`src/pkg/pwr_seq_regs.svh`:
```
// timing counts and control bit positions for the power mode sequencer
// assumes a 200 MHz system clock; long counts are overridable parameters
`ifndef PWR_SEQ_REGS_SVH
`define PWR_SEQ_REGS_SVH
`define CLK_MHZ            200
`define POR_TIMEOUT_MS     128
`define PLL_LOCK_MS        1
`define OSC_START_MS       150
`define POR_CYCLES         (`POR_TIMEOUT_MS * 1000 * `CLK_MHZ)
`define PLL_LOCK_CYCLES    (`PLL_LOCK_MS * 1000 * `CLK_MHZ)
`define OSC_START_CYCLES   (`OSC_START_MS * 1000 * `CLK_MHZ)
`define PCTL_IDLE_BIT      0
`define PCTL_PDOWN_BIT     1
`define PLLCTL_LOCK_BIT    6
`endif

```
`src/pkg/pwr_seq_pkg.sv`:
```
// types for the power mode sequencer
// assumes pwr_seq_regs.svh supplies the numeric constants
package pwr_seq_pkg;
  typedef enum logic [4:0] {
    ST_POR   = 5'b00001,
    ST_RUN   = 5'b00010,
    ST_IDLE  = 5'b00100,
    ST_PDOWN = 5'b01000,
    ST_WAKE  = 5'b10000
  } pwr_state_e;
  typedef logic [31:0] count_t;
endpackage : pwr_seq_pkg

```
`src/hw/power_mode_reset_sequencer.sv`:
```
// power-on reset timing, idle and power-down sequencing, wake and pll lock
// assumes supply detector levels and interrupt levels come from other domains
// Function
// - hold chip reset while the supply-low indication is active.
// - after supply recovers, wait 128 ms before releasing reset.
// - keep reset on a falling supply until below 1 V.
// - control bit 0 enters idle, bit 1 enters power-down.
// - idle keeps oscillator, stops core clock, peripherals keep clocking.
// - idle keeps core state and ports; address latch and store enable high.
// - idle ends on any enabled interrupt or hardware reset.
// - power-down stops pll and core clock.
// - power-down stops oscillator only when oscillator power-down bit set.
// - power-down stops all peripherals; the interval wake counter keeps running only while the oscillator does.
// - power-down keeps ports, tri-states converter, latch and store enable low.
// - external reset pin ends power-down; execution restarts after release.
// - interval counter interrupt wakes power-down when oscillator stays on.
// - enabled spi interrupt wakes power-down when spi wake enable set.
// - enabled external interrupt 0 wakes when its wake enable set.
// - after wake, return from interrupt resumes after the power-down entry.
// - after wake, code runs while the pll relocks for about 1 ms.
// - add 150 ms oscillator start-up when oscillator was stopped.
`include "pwr_seq_regs.svh"

module power_mode_reset_sequencer #(
  parameter pwr_seq_pkg::count_t PorCycles  = `POR_CYCLES,
  parameter pwr_seq_pkg::count_t LockCycles = `PLL_LOCK_CYCLES,
  parameter pwr_seq_pkg::count_t OscCycles  = `OSC_START_CYCLES
) (
  input  wire logic clock,
  input  wire logic sys_rst,
  input  wire logic supplyLow,
  input  wire logic supplyAboveOneVolt,
  input  wire logic resetPin,
  input  wire logic idleReq,
  input  wire logic powerDownReq,
  input  wire logic oscPowerdownBit,
  input  wire logic spiWakeEnable,
  input  wire logic extInt0WakeEnable,
  input  wire logic anyIntPending,
  input  wire logic intervalWakeIrq,
  input  wire logic spiIrq,
  input  wire logic extInterruptZeroIrq,
  output logic      chipReset,
  output logic      coreClkEn,
  output logic      pllEn,
  output logic      oscEn,
  output logic      periphClkEn,
  output logic      intervalCounterClkEn,
  output logic      portHold,
  output logic      dacOutEn,
  output logic      addrLatchOut,
  output logic      programStoreEnableOut,
  output logic      pllLocked,
  output logic      wakeServiceReq
);
  import pwr_seq_pkg::*;

  ////////////////////////////////////////////////////////////////////////////
  // two-flop synchronisers for all foreign levels
  localparam int NS = 10;
  logic [NS-1:0] syncA_q, syncB_q;
  logic [NS-1:0] rawIn;
  assign rawIn = {supplyLow, supplyAboveOneVolt, resetPin, idleReq, powerDownReq,
                  anyIntPending, intervalWakeIrq, spiIrq, extInterruptZeroIrq,
                  oscPowerdownBit};
  always_ff @(posedge clock) begin
    syncA_q <= rawIn;
    syncB_q <= syncA_q;
  end
  logic sLow, sAbove1, sRstPin, sIdle, sPdown, sAnyInt, sTic, sSpi, sInt0, sOscPd;
  assign {sLow, sAbove1, sRstPin, sIdle, sPdown, sAnyInt, sTic, sSpi, sInt0, sOscPd} =
         syncB_q;

  function automatic count_t satDec(input count_t c);
    satDec = (c == '0) ? '0 : c - 32'h00000001;
  endfunction : satDec

  ////////////////////////////////////////////////////////////////////////////
  // state machine
  pwr_state_e state_q, state_d;
  count_t     cnt_q, cnt_d;
  count_t     lockCnt_q, lockCnt_d;
  logic       oscOff_q, oscOff_d;
  logic       wakeIrq;
  logic       wakeSrc;

  // tic wake only meaningful with oscillator alive
  assign wakeSrc = (sTic & ~oscOff_q)
                 | (sSpi & spiWakeEnable)
                 | (sInt0 & extInt0WakeEnable);
  assign wakeIrq = wakeSrc;

  always_comb begin
    state_d   = state_q;
    cnt_d     = cnt_q;
    lockCnt_d = satDec(lockCnt_q);
    oscOff_d  = oscOff_q;
    case (state_q)
      ST_POR: begin
        // supply low (or falling, until detector drops) restarts the timeout
        if (sLow) begin
          cnt_d = PorCycles;
        end else if (cnt_q == '0) begin
          state_d = ST_RUN;
        end else begin
          cnt_d = satDec(cnt_q);
        end
      end
      ST_RUN: begin
        // power-down wins when both bits are written together
        if (sPdown) begin
          state_d  = ST_PDOWN;
          oscOff_d = sOscPd;
        end else if (sIdle) begin
          state_d = ST_IDLE;
        end
      end
      ST_IDLE: begin
        if (sAnyInt) begin
          state_d = ST_RUN;
        end
      end
      ST_PDOWN: begin
        if (wakeIrq) begin
          state_d = ST_WAKE;
          // stopped oscillator must start before the pll can lock
          cnt_d     = oscOff_q ? OscCycles : '0;
          lockCnt_d = LockCycles;
          oscOff_d  = 1'b0;
        end
      end
      ST_WAKE: begin
        // core resumes at once; lock counter is held at LockCycles until RUN
        if (cnt_q == '0) begin
          state_d   = ST_RUN;
          lockCnt_d = LockCycles;
        end else begin
          cnt_d     = satDec(cnt_q);
          lockCnt_d = LockCycles;
        end
      end
      default: begin
        state_d = ST_POR;
        cnt_d   = PorCycles;
      end
    endcase
    // supply loss or reset pin overrides any mode
    if (sLow || sRstPin) begin
      state_d   = ST_POR;
      cnt_d     = sLow ? PorCycles : '0;
      lockCnt_d = '0;
      oscOff_d  = 1'b0;
    end
  end

  always_ff @(posedge clock) begin
    if (sys_rst) begin
      state_q   <= ST_POR;
      cnt_q     <= PorCycles;
      lockCnt_q <= '0;
      oscOff_q  <= 1'b0;
    end else begin
      state_q   <= state_d;
      cnt_q     <= cnt_d;
      lockCnt_q <= lockCnt_d;
      oscOff_q  <= oscOff_d;
    end
  end

  ////////////////////////////////////////////////////////////////////////////
  // registered outputs
  logic rst_d, core_d, pll_d, osc_d, per_d, tic_d, hold_d, dac_d, ale_d, pse_d;
  logic lock_d, wsr_d;
  always_comb begin
    rst_d  = (state_d == ST_POR);
    core_d = (state_d == ST_RUN) || (state_d == ST_WAKE);
    pll_d  = (state_d != ST_PDOWN) && (state_d != ST_WAKE || cnt_d == '0);
    osc_d  = !((state_d == ST_PDOWN) && oscOff_d)
             && !((state_d == ST_WAKE) && cnt_d != '0);
    per_d  = (state_d != ST_PDOWN);
    tic_d  = osc_d;
    hold_d = (state_d == ST_IDLE) || (state_d == ST_PDOWN);
    dac_d  = (state_d != ST_PDOWN) && (state_d != ST_POR);
    ale_d  = (state_d != ST_PDOWN);
    pse_d  = (state_d != ST_PDOWN);
    lock_d = pll_d && (lockCnt_d == '0) && (state_d != ST_WAKE);
    wsr_d  = (state_q == ST_PDOWN) && (state_d == ST_WAKE);
  end

  always_ff @(posedge clock) begin
    if (sys_rst) begin
      chipReset             <= 1'b1;
      coreClkEn             <= 1'b0;
      pllEn                 <= 1'b1;
      oscEn                 <= 1'b1;
      periphClkEn           <= 1'b1;
      intervalCounterClkEn  <= 1'b1;
      portHold              <= 1'b0;
      dacOutEn              <= 1'b0;
      addrLatchOut          <= 1'b1;
      programStoreEnableOut <= 1'b1;
      pllLocked             <= 1'b0;
      wakeServiceReq        <= 1'b0;
    end else begin
      chipReset             <= rst_d;
      coreClkEn             <= core_d;
      pllEn                 <= pll_d;
      oscEn                 <= osc_d;
      periphClkEn           <= per_d;
      intervalCounterClkEn  <= tic_d;
      portHold              <= hold_d;
      dacOutEn              <= dac_d;
      addrLatchOut          <= ale_d;
      programStoreEnableOut <= pse_d;
      pllLocked             <= lock_d;
      wakeServiceReq        <= wsr_d;
    end
  end
endmodule : power_mode_reset_sequencer

```
`config.mk`:
```
export PLATFORM = sky130hd
export DESIGN_NAME = power_mode_reset_sequencer
export DESIGN_NICKNAME = d
export VERILOG_FILES = /design/src/pkg/pwr_seq_pkg.sv /design/src/hw/power_mode_reset_sequencer.sv
export VERILOG_INCLUDE_DIRS = /design/src /design/src/pkg
export SDC_FILE = /design/constraint.sdc
export NUM_CORES = 1
export LEC_CHECK = 0
export BUFFER_PORTS_ARGS = -buffer_cell sky130_fd_sc_hd__buf_2
export CELL_PAD_IN_SITES_DETAIL_PLACEMENT = 1
export CELL_PAD_IN_SITES_GLOBAL_PLACEMENT = 2
export CORE_MARGIN = 10
export CORE_UTILIZATION = 30
export DETAILED_ROUTE_END_ITERATION = 10
export PLACE_DENSITY_LB_ADDON = 0.1
export SYNTH_ARGS = -nofsm -noshare
export SYNTH_HDL_FRONTEND = slang
export SYNTH_SLANG_ARGS = --single-unit
export TNS_END_PERCENT = 30
```
`constraint.sdc`:
```
create_clock -name clock -period 2.6 [get_ports clock]
set_input_delay 0.52 -clock clock [delete_from_list [all_inputs] [get_ports clock]]
set_output_delay 0.52 -clock clock [all_outputs]
set_load 0.1 [all_outputs]
```
== Yosys cells after proc, flatten, opt, wreduce, memory -nomap -nowiden ==
Index checks and enable logic that the tools add are counted.
Word-level totals
  flip-flop bits (word level): 99
  bits in latches: 0
  memory bits (writable): 0
  ROM bits: 0
  word-level logic and storage cells: 79
  memories: 0
Cells by class
  add/subtract/negate cells: 2
  $mul: 0
  div/mod/pow operators: 0
  order comparisons: 0
  eq/ne operators: 13
  shift-type cells: 0
  mux-type cells: 23
  bitwise logic cells: 6
  reduce and logical (&&, ||, !) cells: 20
Operators with widths (count)
  32-bit 2-to-1 mux: 7
  32-bit zero test: 4
  32-bit case mux with 4 select lines: 1
  32-bit case mux with 2 select lines: 1
  32-bit by 1-bit subtractor with 32-bit output, second input constant: 2
  25-bit 2-to-1 mux: 2
  5-bit 2-to-1 mux: 7
  32-bit nonzero test: 1
  5-bit case mux with 5 select lines: 1
  5-bit by 1-bit == test with 1-bit output, second input constant: 2
  5-bit by 2-bit == test with 1-bit output, second input constant: 2
  5-bit by 3-bit == test with 1-bit output, second input constant: 2
  5-bit by 4-bit == test with 1-bit output, second input constant: 2
  5-bit == test, second input constant: 2
  1-bit logical AND: 8
  5-bit by 1-bit inequality test with 1-bit output, second input constant: 1
  5-bit by 4-bit inequality test with 1-bit output, second input constant: 1
  5-bit inequality test, second input constant: 1
  1-bit logical OR: 4
  1-bit AND: 3
  1-bit 2-to-1 mux: 3
  1-bit zero test: 2
  1-bit OR: 2
  1-bit case mux with 2 select lines: 1
  2 further kinds: 2

== Longest topological paths before layout ==
Gate-level depths: netlist (run 1).
  depth after elaboration: 12
  gate-level depth with buffers: 12

== Worst setup path after synthesis (run 1) ==
No wires, ideal clock.
  path kind: flip-flop to flip-flop
  start point: reg cnt_q[3]
  end point: reg intervalCounterClkEn
  library setup time: 0.070 ns
  arrival time: 2.685 ns
  path slack: -0.155 ns
  stages on the path, launching flop included: 10
  period minus slack after synthesis: 2.755 ns
  path through: dfxtp_1 > or3_4 > or4_4 > o41ai_2 > a21oi_1 > a21oi_2 > or4b_1 > nor4_2 > a31oi_1 > a21oi_1
On the way
  cells in the longest elaborated chain, start to end: 9
RTL lines
  start: declaration: line power_mode_reset_sequencer.sv:81  | count_t cnt_q, cnt_d;
  start signal: assignment: line power_mode_reset_sequencer.sv:159  | cnt_q <= PorCycles;
  start signal: assignment: line power_mode_reset_sequencer.sv:164  | cnt_q <= cnt_d;
  32-bit by 1-bit subtractor with 32-bit output / 32-bit zero test (equally long branches): line power_mode_reset_sequencer.sv:75, power_mode_reset_sequencer.sv:103, power_mode_reset_sequencer.sv:134
  32-bit 2-to-1 mux / 5-bit 2-to-1 mux (equally long branches): line power_mode_reset_sequencer.sv:103, power_mode_reset_sequencer.sv:134
  32-bit 2-to-1 mux / 5-bit 2-to-1 mux (equally long branches): line power_mode_reset_sequencer.sv:101  | if (sLow) begin
  32-bit case mux with 4 select lines / 5-bit case mux with 5 select lines (equally long branches): line power_mode_reset_sequencer.sv:98  | case (state_q)
  32-bit 2-to-1 mux / 5-bit 2-to-1 mux (equally long branches): line power_mode_reset_sequencer.sv:148  | if (sLow || sRstPin) begin
  32-bit nonzero test (tied with other cells): line power_mode_reset_sequencer.sv:179  | && !((state_d == ST_WAKE) && cnt_d != '0);
  1-bit logical AND, on equally long branches: line power_mode_reset_sequencer.sv:179, power_mode_reset_sequencer.sv:178
  1-bit zero test, on equally long branches: line power_mode_reset_sequencer.sv:179, power_mode_reset_sequencer.sv:178
  1-bit logical AND (*): line power_mode_reset_sequencer.sv:179
  end signal: assignment: line power_mode_reset_sequencer.sv:210  | intervalCounterClkEn <= tic_d;
  end: declaration: line power_mode_reset_sequencer.sv:48  | output logic intervalCounterClkEn,
Every way passes the cells marked *; elsewhere a longest branch is shown, timed or not.
A chain may end at the register's enable or synchronous reset.

== Worst setup path in the final report (run 1) ==
  start point: reg cnt_q[1]
  end point: reg intervalCounterClkEn
The elaborated chain is that of the path after synthesis.

==> results of run 1 <==
==> power by group through the flow <==
stage | clock network, W | registers (W) | logic (W)
6_report | 0.00140 | 0.00172 | 0.00310
5_1_grt | 0.00150 | 0.00174 | 0.00343
4_1_cts | 0.00146 | 0.00172 | 0.00302
3_5_place_dp | 0 | 0.00175 | 0.00291
3_3_place_gp | 0 | 0.00174 | 0.00287
2_1_floorplan | 0 | 0.00176 | 0.00174
==> cells in the mapped netlist, types with 10 or more instances <==
cell,instances
o21ai_0,22
clkbuf_1,24
dfxtp_1,97
nor2b_1,11
nor4_1,26
inv_1,13
nor2_1,91
xnor2_1,21
nand4_1,20
xor2_1,13
a21oi_1,35
nor3_1,28
nand3_1,10
a31oi_1,12
nand2_1,43
or3_1,14
==> cells by family after synthesis <==
family                   after synthesis  share of synthesized area, %
AND/OR/NAND/NOR                      298                          31.6
AO/OA/AOI/OAI                        140                          19.0
flip-flops                            97                          38.4
buffers and inverters                 42                          3.37
XOR/XNOR                              34                          5.89
multiplexers                           4                         0.792
adder cells (fa/ha/maj)                4                         0.990
==> cell type report <==
type	instances	area (um^2)	area share, %
multi-input cells	480	3220	43.0
flip-flops and latches	97	1940	26.0
repair buffers	231	1690	22.6
clock inverters	5	65.1	0.870
inverters	13	48.8	0.652
well taps	220	275	3.68
clock buffers	10	239	3.19
==> worst max-delay path by stage <==
stage | endpoint | slack, ns
after floorplan | intervalCounterClkEn$_SDFF_PP1_ | 0.002
after global placement | intervalCounterClkEn$_SDFF_PP1_ | -0.41
after detailed placement | intervalCounterClkEn$_SDFF_PP1_ | -0.46
after CTS | intervalCounterClkEn$_SDFF_PP1_ | -0.31
after global routing | intervalCounterClkEn$_SDFF_PP1_ | -0.51
final | intervalCounterClkEn$_SDFF_PP1_ | -0.34
==> registers in the layout (all words and copies together), names as in the netlist <==
register	flops
pllLocked	1
state_q	5
syncB_q	9
pllEn	1
oscOff_q	1
portHold	1
dacOutEn	1
intervalCounterClkEn	1
chipReset	1
lockCnt_q	32
coreClkEn	1
programStoreEnableOut	1
syncA_q	9
wakeServiceReq	1
cnt_q	32
==> metal layers <==
metal,wire (um),vias to the layer above,GRT usage (%)
met3,413,33,2.78
met1,8580,2743,20.7
met4,554,0,7.53
li1,-,2711,-
met5,0,-,0
met2,10400,70,32.6
==> worst max-delay path: cells and delay by family (launching register included) <==
family / cells / cell delay, ns
AOI/OAI and AO/OA: 5 / 0.84
DFF: 1 / 0.31
and+or+nand+nor: 4 / 1.58
buffers and inverters: 1 / 0.13
==> metrics by stage <==
step / util, % / total power, W / instance area (um^2) / std cells
final: 45.3 / 0.00622 / 7480 / 1056
after global routing: 45.3 / 0.00667 / 7480 / 1056
after CTS: 44.4 / 0.00620 / 7340 / 1050
after detailed placement: 41.6 / 0.00466 / 6880 / 1030
after global placement: 41.6 / 0.00461 / 6880 / 1030
after floorplan: - / 0.00351 / 5120 / 619
==> repair_timing <==
item,CTS,global route
pin swaps,10,13
setup endpoints to repair,4,5
gates resized for setup,24,18
buffers inserted,5,6
==> results.sh, run 1 <==
export IMPL_cts_tree="yes"
export IMPL_fin_crit_ns=2.94
export IMPL_wl_per_cell_um=18.9
export IMPL_firstDrtPassIters=5
export IMPL_die_area_um2=22400
export IMPL_cellLeakagePower_nw=3.20
export IMPL_ant_nets=0
export IMPL_synth_area_per_cell_um2=8.17
export IMPL_yosysTopAreaCell="dfxtp_1"
export IMPL_track_usage_pct=18.1
export IMPL_cts_htree_levels=3
export IMPL_seq_power_share_pct=27.6
export IMPL_antenna_cells=0
export IMPL_async_reset_ff_share_pct=0
export IMPL_fin_hold_ws_ns=0.255
export IMPL_p_clk_share_pct=22.6
export IMPL_nFillCells=1960
export IMPL_finalClockSkew_ns=0.00852
export IMPL_antenna_found_initial=0
export IMPL_grt_max_degree=27
export IMPL_fmax_mhz=341
export IMPL_max_cap_violations=0
export IMPL_clock_sinks=97
export IMPL_area_growth_pct=48.0
export IMPL_tns_ns=-0.630
export IMPL_synth_seq_cells=97
export IMPL_rr_startpoint="cnt_q[1]$_SDFF_PP0_"
export IMPL_drt_iter0_drc=200
export IMPL_hold_path_cell_count=1
export IMPL_clk_pin_slew_ns=0.07
export IMPL_via_count=5557
export IMPL_cp_slowest_stage_delay_ns=0.49
export IMPL_setup_ws_ns=-0.336
export IMPL_switchingPower_w=0.00237
export IMPL_via_per_inst=5.26
export IMPL_final_common_cell="buf_4"
export IMPL_irDropWorstVdd_uv=500
export IMPL_synth_top_area_share_pct=38.4
export IMPL_path_common_cell="a21oi_1"
export IMPL_final_cell_mix="buf_4 (205), dfxtp_1 (95), nor2_1 (89)"
export IMPL_endpoint_kind="flop"
export IMPL_crit_chain="buf_4, or3_4, or4_4, o41ai_2, a21oi_1, a21oi_2, or4b_1, nor4_2, a31oi_2, a21oi_1"
export IMPL_status="finished with violations"
export IMPL_setup_viol=2
export IMPL_ios=26
export IMPL_totalWireLength_um=19900
export IMPL_synth_warnings=0
export IMPL_syn_cell_area_um2=5060
export IMPL_cts_root_buf="clkbuf_16"
export IMPL_finish_net_count=850
export IMPL_pre_cts_ws_ns=-0.460
export IMPL_die_y_um=150
export IMPL_min_from="powerDownReq"
export IMPL_final_hold_viol_count=0
export IMPL_gp_congestion=0.899
export IMPL_drc=0
export IMPL_netlist_instances=619
export IMPL_clockBufferDepth=2
export IMPL_holdPathEnd="syncA_q[5]$_DFF_P_"
export IMPL_cts_made_buffers=9
export IMPL_violations="setup timing"
export IMPL_drive_gt1_share_pct=37.0
export IMPL_drv_slew=0
export IMPL_switching_share_pct=38.1
export IMPL_core_area_um2=16500
export IMPL_clock_latency_ns=0.36
export IMPL_hold_buffers=0
export IMPL_ys_seq_area_share_pct=38.4
export IMPL_worst_pin_slew_ns=0.518
export IMPL_worstReg2RegEnd="intervalCounterClkEn$_SDFF_PP1_"
export IMPL_power_share_combinational_pct=49.8
export IMPL_relSlewSlack_pct=65.2
export IMPL_r2r_cells=10
export IMPL_cp_required_ns=2.89
export IMPL_rsz0062_at_grt="true"
export IMPL_post_route_period_util_pct=113
export IMPL_ys_flop_type="dfxtp_1"
export IMPL_worst_path_max_delay_cell="or4_4"
export IMPL_synthDistinctLibCells=76
export IMPL_dp_hpwl_um=15600
export IMPL_port_buffers=24
export IMPL_worst_path_max_fanout=5
export IMPL_rows=47
export IMPL_powerDensity_nw_per_um2=832
export IMPL_r2r_slack_ns=-0.34
export IMPL_start_util_pct=30.6
export IMPL_crit_arrival_ns=3.23
export IMPL_p_int_w=0.00385
export IMPL_grt_pass1_vias=6021
export IMPL_synth_area_leaders="dfxtp_1 (38%), nor2_1 (6.8%), xnor2_1 (3.6%)"
export IMPL_synth_enable_flop_cells=0
export IMPL_gr_total_overflow=0
export IMPL_min_path_type="input pin to flop"
export IMPL_startpoint="cnt_q[1]$_SDFF_PP0_"
export IMPL_syn_nets=637
export IMPL_grt_pass1_wl_um=32100
export IMPL_critPathLaunchType="flop"
export IMPL_critPathKind="flop to flop"
export IMPL_die_w_um=150
(Power assumes the default switching activity.)
==> inputs of run 2 (changes only) <==
--- a/config.mk
+++ b/config.mk
@@ -7,12 +7,9 @@
 export NUM_CORES = 1
 export LEC_CHECK = 0
 export BUFFER_PORTS_ARGS = -buffer_cell sky130_fd_sc_hd__buf_2
-export CELL_PAD_IN_SITES_DETAIL_PLACEMENT = 1
-export CELL_PAD_IN_SITES_GLOBAL_PLACEMENT = 2
-export CORE_MARGIN = 10
+export CORE_MARGIN = 2
 export CORE_UTILIZATION = 30
 export DETAILED_ROUTE_END_ITERATION = 10
-export PLACE_DENSITY_LB_ADDON = 0.1
 export SYNTH_ARGS = -nofsm -noshare
 export SYNTH_HDL_FRONTEND = slang
 export SYNTH_SLANG_ARGS = --single-unit
==> results.sh, run 2 (synthesis gave the netlist of run 1 again) <==
export IMPL_status="finished with violations"
export IMPL_violations="setup timing"
export IMPL_via_count=5404
export IMPL_final_common_cell="buf_4"
export IMPL_gr_total_overflow=0
export IMPL_drv_slew=0
export IMPL_clk_pin_slew_ns=0.07
export IMPL_cp_required_ns=2.88
export IMPL_rows=47
export IMPL_path_common_cell="a21oi_1"
export IMPL_grt_pass1_wl_um=26200
export IMPL_max_cap_violations=0
export IMPL_ios=26
export IMPL_ant_nets=0
export IMPL_finalPower_w=0.00637
export IMPL_min_from="supplyLow"
export IMPL_cts_tree="yes"
export IMPL_gp_congestion=0.938
export IMPL_finalClockSkew_ns=0.0116
export IMPL_drt_iter0_drc=351
export IMPL_nFillCells=1632
export IMPL_grt_max_degree=27
export IMPL_antenna_cells=0
export IMPL_hold_path_cell_count=1
export IMPL_track_usage_pct=18.4
export IMPL_crit_chain="or3_4, buf_4, or4_4, o41ai_4, a21oi_1, a21oi_2, or4b_1, nor4_2, a31oi_2, a21oi_1"
export IMPL_critPathKind="flop to flop"
export IMPL_die_w_um=134
export IMPL_rsz0062_at_grt="true"
export IMPL_worst_path_max_fanout=5
export IMPL_holdPathEnd="syncA_q[9]$_DFF_P_"
export IMPL_dp_hpwl_um=12300
export IMPL_worst_path_max_delay_cell="or4_4"
export IMPL_worstReg2RegEnd="intervalCounterClkEn$_SDFF_PP1_"
export IMPL_irDropWorstVdd_uv=565
export IMPL_cp_slowest_stage_delay_ns=0.56
export IMPL_core_area_um2=16500
export IMPL_port_buffers=24
export IMPL_fin_hold_ws_ns=0.264
export IMPL_wl_per_cell_um=15.3
export IMPL_final_area_um2=7430
export IMPL_start_util_pct=30.6
export IMPL_multiInputGateArea_um2=3150
export IMPL_post_route_period_util_pct=113
export IMPL_worst_pin_slew_ns=0.626
export IMPL_final_cell_mix="buf_4 (200), dfxtp_1 (95), nor2_1 (91)"
export IMPL_totalWireLength_um=16100
export IMPL_cellLeakagePower_nw=3.14
export IMPL_die_area_um2=17900
export IMPL_clock_sinks=97
export IMPL_crit_arrival_ns=3.22
export IMPL_largestRegisters="cnt_q (32), lockCnt_q (32)"
export IMPL_grt_pass1_vias=5190
export IMPL_drc=0
export IMPL_final_hold_viol_count=0
export IMPL_clockBufferDepth=2
export IMPL_via_per_inst=5.14
export IMPL_setup_viol=2
export IMPL_clock_latency_ns=0.36
export IMPL_r2r_cells=10
export IMPL_fin_crit_ns=2.94
export IMPL_powerDensity_nw_per_um2=858
export IMPL_seq_area_um2=1940
export IMPL_min_path_type="input pin to flop"
export IMPL_firstDrtPassIters=4
export IMPL_setup_ws_ns=-0.338
export IMPL_pre_cts_ws_ns=-0.418
export IMPL_r2r_slack_ns=-0.34
export IMPL_endpoint_kind="flop"
export IMPL_drive_gt1_share_pct=35.1
export IMPL_tns_ns=-0.640
export IMPL_critPathLaunchType="flop"
export IMPL_finish_net_count=844
export IMPL_die_y_um=134
export IMPL_cts_htree_levels=3
export IMPL_rr_startpoint="cnt_q[5]$_SDFF_PP0_"
export IMPL_hold_buffers=0
export IMPL_cts_root_buf="clkbuf_16"
export IMPL_antenna_found_initial=0
export IMPL_cts_made_buffers=9
export IMPL_fmax_mhz=340
export IMPL_area_growth_pct=47.0
export IMPL_placed_area_um2=6890
export IMPL_relSlewSlack_pct=58.1
## run 2: power by group
group          leakage, nW  switching (W)  internal [W]
registers            0.794       0.000106       0.00161
clock network        0.175       0.000592       0.00104
logic                 2.17        0.00147       0.00155
## run 2: metal layers
metal	global-route usage, %	vias to the layer above	part of all wire, %
met2	29.6	148	45
met4	4.96	0	1.8
met3	4.84	28	5.4
li1	-	2717	-
met1	24.3	2511	47
met5	0	-	0
## run 2: what timing repair did
action	CTS	global route
resized for setup	14	12
setup buffers	0	3
hold endpoints to repair	0	0
endpoints found under the setup margin	4	6
pin swaps	2	5
## run 2: stage by stage
stage / utilization [%] / instances
global route: 45.0 / 1051
finish: 45.0 / 1051
global placement: 41.7 / 1032
detailed placement: 41.7 / 1032
CTS: 44.5 / 1048
floorplan: - / 619
## run 2: worst max path at each step
| stage | cells after the start | slack, ns | from | end |
|---|---|---|---|---|
| 6_report | 10 | -0.34 | cnt_q[5]$_SDFF_PP0_ | intervalCounterClkEn$_SDFF_PP1_ |
| 2_1_floorplan | 10 | 0.002 | cnt_q[8]$_SDFF_PP0_ | intervalCounterClkEn$_SDFF_PP1_ |
| 3_3_place_gp | 10 | -0.43 | cnt_q[3]$_SDFF_PP0_ | intervalCounterClkEn$_SDFF_PP1_ |
| 5_1_grt | 10 | -0.51 | cnt_q[5]$_SDFF_PP0_ | intervalCounterClkEn$_SDFF_PP1_ |
| 3_5_place_dp | 11 | -0.42 | cnt_q[1]$_SDFF_PP0_ | intervalCounterClkEn$_SDFF_PP1_ |
| 4_1_cts | 10 | -0.29 | cnt_q[5]$_SDFF_PP0_ | intervalCounterClkEn$_SDFF_PP1_ |
## run 2: critical path: cells and delay by family, from the launching register on
family          cells  cell delay (ns)
compound gates      5             0.81
buf+inv             1             0.16
flops               1             0.32
simple gates        4             1.59
## run 2: area by class of cell
type / count / area share, %
multi-input cells: 480 / 42.4
flip-flops and latches: 97 / 26.2
repair buffers: 225 / 22.1
well taps: 220 / 3.70
clock buffers: 10 / 3.08
clock inverters: 6 / 1.87
inverters: 13 / 0.657
==> inputs of run 3 (changes only) <==
--- a/config.mk
+++ b/config.mk
@@ -13,4 +13,4 @@
 export SYNTH_ARGS = -nofsm -noshare
 export SYNTH_HDL_FRONTEND = slang
 export SYNTH_SLANG_ARGS = --single-unit
-export TNS_END_PERCENT = 30
+export TNS_END_PERCENT = 100
==> results.sh, run 3 (synthesis gave the netlist of run 1 again) <==
export IMPL_status="finished with violations"
export IMPL_violations="setup timing"
export IMPL_clock_sinks=97
export IMPL_worst_path_max_delay_cell="or4b_4"
export IMPL_largestRegisters="cnt_q (32), lockCnt_q (32)"
export IMPL_wl_per_cell_um=15.7
export IMPL_gp_congestion=0.938
export IMPL_drt_iter0_drc=416
export IMPL_drive_gt1_share_pct=38.4
export IMPL_cellLeakagePower_nw=3.21
export IMPL_endpoint_kind="flop"
export IMPL_fmax_mhz=347
export IMPL_hold_buffers=0
export IMPL_crit_arrival_ns=3.17
export IMPL_post_route_period_util_pct=111
export IMPL_ios=26
export IMPL_grt_pass1_vias=5272
export IMPL_dp_cells=1032
export IMPL_final_cell_mix="buf_4 (201), dfxtp_1 (92), nor2_1 (90)"
export IMPL_ant_nets=0
export IMPL_path_common_cell="buf_4"
export IMPL_dp_hpwl_um=12300
export IMPL_die_y_um=134
export IMPL_critPathKind="flop to flop"
export IMPL_clock_latency_ns=0.35
export IMPL_cp_required_ns=2.89
export IMPL_final_hold_viol_count=0
export IMPL_rows=47
export IMPL_fin_crit_ns=2.89
export IMPL_cts_htree_levels=3
export IMPL_firstDrtPassIters=5
export IMPL_die_w_um=134
export IMPL_grt_pass1_wl_um=26400
export IMPL_rsz0062_at_grt="true"
export IMPL_cts_tree="yes"
export IMPL_cp_slowest_stage_delay_ns=0.54
export IMPL_min_path_type="input pin to flop"
export IMPL_area_growth_pct=50.9
export IMPL_grt_max_degree=27
export IMPL_antenna_cells=0
export IMPL_clk_pin_slew_ns=0.07
export IMPL_die_area_um2=17900
export IMPL_gr_total_overflow=0
export IMPL_drc=0
export IMPL_via_count=5534
export IMPL_cts_root_buf="clkbuf_16"
export IMPL_port_buffers=24
export IMPL_max_cap_violations=0
export IMPL_antenna_found_initial=0
export IMPL_crit_chain="buf_4, nor4_2, buf_4, buf_4, nand4_1, o31ai_4, xor2_1, nor2_1, or4b_4, nor4_4, a31oi_4, a21oi_2"
export IMPL_critPathLaunchType="flop"
export IMPL_drv_slew=0
export IMPL_track_usage_pct=18.5
export IMPL_cts_made_buffers=9
export IMPL_worst_pin_slew_ns=0.569
export IMPL_final_cells=1057
export IMPL_irDropWorstVdd_uv=571
export IMPL_setup_viol=2
export IMPL_final_common_cell="buf_4"
export IMPL_worst_path_max_fanout=7
export IMPL_finalClockSkew_ns=0.0112
export IMPL_totalWireLength_um=16600
export IMPL_core_area_um2=16500
export IMPL_setup_ws_ns=-0.286
export IMPL_clockBufferDepth=2
export IMPL_powerDensity_nw_per_um2=860
export IMPL_start_util_pct=30.6
export IMPL_finalPower_w=0.00656
export IMPL_finish_net_count=850
export IMPL_relSlewSlack_pct=62.1
export IMPL_via_per_inst=5.24
[run 3: cell types whose count changed in the layout (fill, tap and decap cells not counted), sizes merged]
cell  previous run  this run
buf            225       231
[run 3: repair_timing]
| action | 4_1_cts | 5_1_grt |
|---|---|---|
| pin swaps | 9 | 17 |
| endpoints found under the hold margin | 0 | 0 |
| setup endpoints to repair | 4 | 5 |
| gates cloned | 0 | 0 |
| setup buffers | 5 | 4 |
| gates resized for setup | 28 | 35 |
[run 3: path summary, 6_finish.rpt]
check                           start                               to  slack [ns]  cells after the start
setup / recovery  cnt_q[6]$_SDFF_PP0_  intervalCounterClkEn$_SDFF_PP1_       -0.29                     12
hold / removal              supplyLow               syncA_q[9]$_DFF_P_        0.27                      1
setup reg to reg  cnt_q[6]$_SDFF_PP0_  intervalCounterClkEn$_SDFF_PP1_       -0.29                     12
hold reg to reg    syncA_q[2]$_DFF_P_               syncB_q[2]$_DFF_P_        0.33                      0
[run 3: report_power, final]
part / internal (W) / switching (W)
combinational: 0.00164 / 0.00155
clock: 0.00105 / 0.000601
sequential: 0.00161 / 0.000109
total: 0.00430 / 0.00226
[run 3: cell type report]
type,instances,area (um^2)
Multi-Input combinational cell,480,3280
Sequential cell,97,1950
Clock inverter,6,139
Timing Repair Buffer,231,1710
Inverter,13,48.8
Clock buffer,10,229
Tap cell,220,275
Fill cell,1611,8900
[run 3: per-stage QoR]
step | util (%) | hold WS [ns] | setup slack (ns) | TNS, ns | cell area (um^2)
floorplan | - | 0.310 | 0.00231 | 0 | 5120
global placement | 41.7 | 0.310 | -0.426 | -0.933 | 6890
detailed placement | 41.7 | 0.313 | -0.418 | -0.962 | 6890
CTS | 45.1 | 0.253 | -0.238 | -0.459 | 7450
global route | 46.2 | 0.252 | -0.391 | -0.823 | 7630
finish | 46.2 | 0.267 | -0.286 | -0.570 | 7630
[run 3: layer usage]
| layer | share of wire [%] | routed length [um] | GRT usage [%] |
|---|---|---|---|
| met1 | 46 | 7730 | 24.4 |
| met2 | 45 | 7540 | 29.6 |
| met3 | 6.1 | 1020 | 5.14 |
| met4 | 2.1 | 352 | 5.38 |
| met5 | 0 | 0 | 0 |
[run 3: critical path, delay by kind of cell, from the launching register on]
| family | cells | cell delay [ns] |
|---|---|---|
| AOI/OAI and AO/OA | 3 | 0.57 |
| and+or+nand+nor | 5 | 1.26 |
| DFF | 1 | 0.32 |
| xor gates and xnor gates | 1 | 0.23 |
| buffers and inverters | 3 | 0.44 |
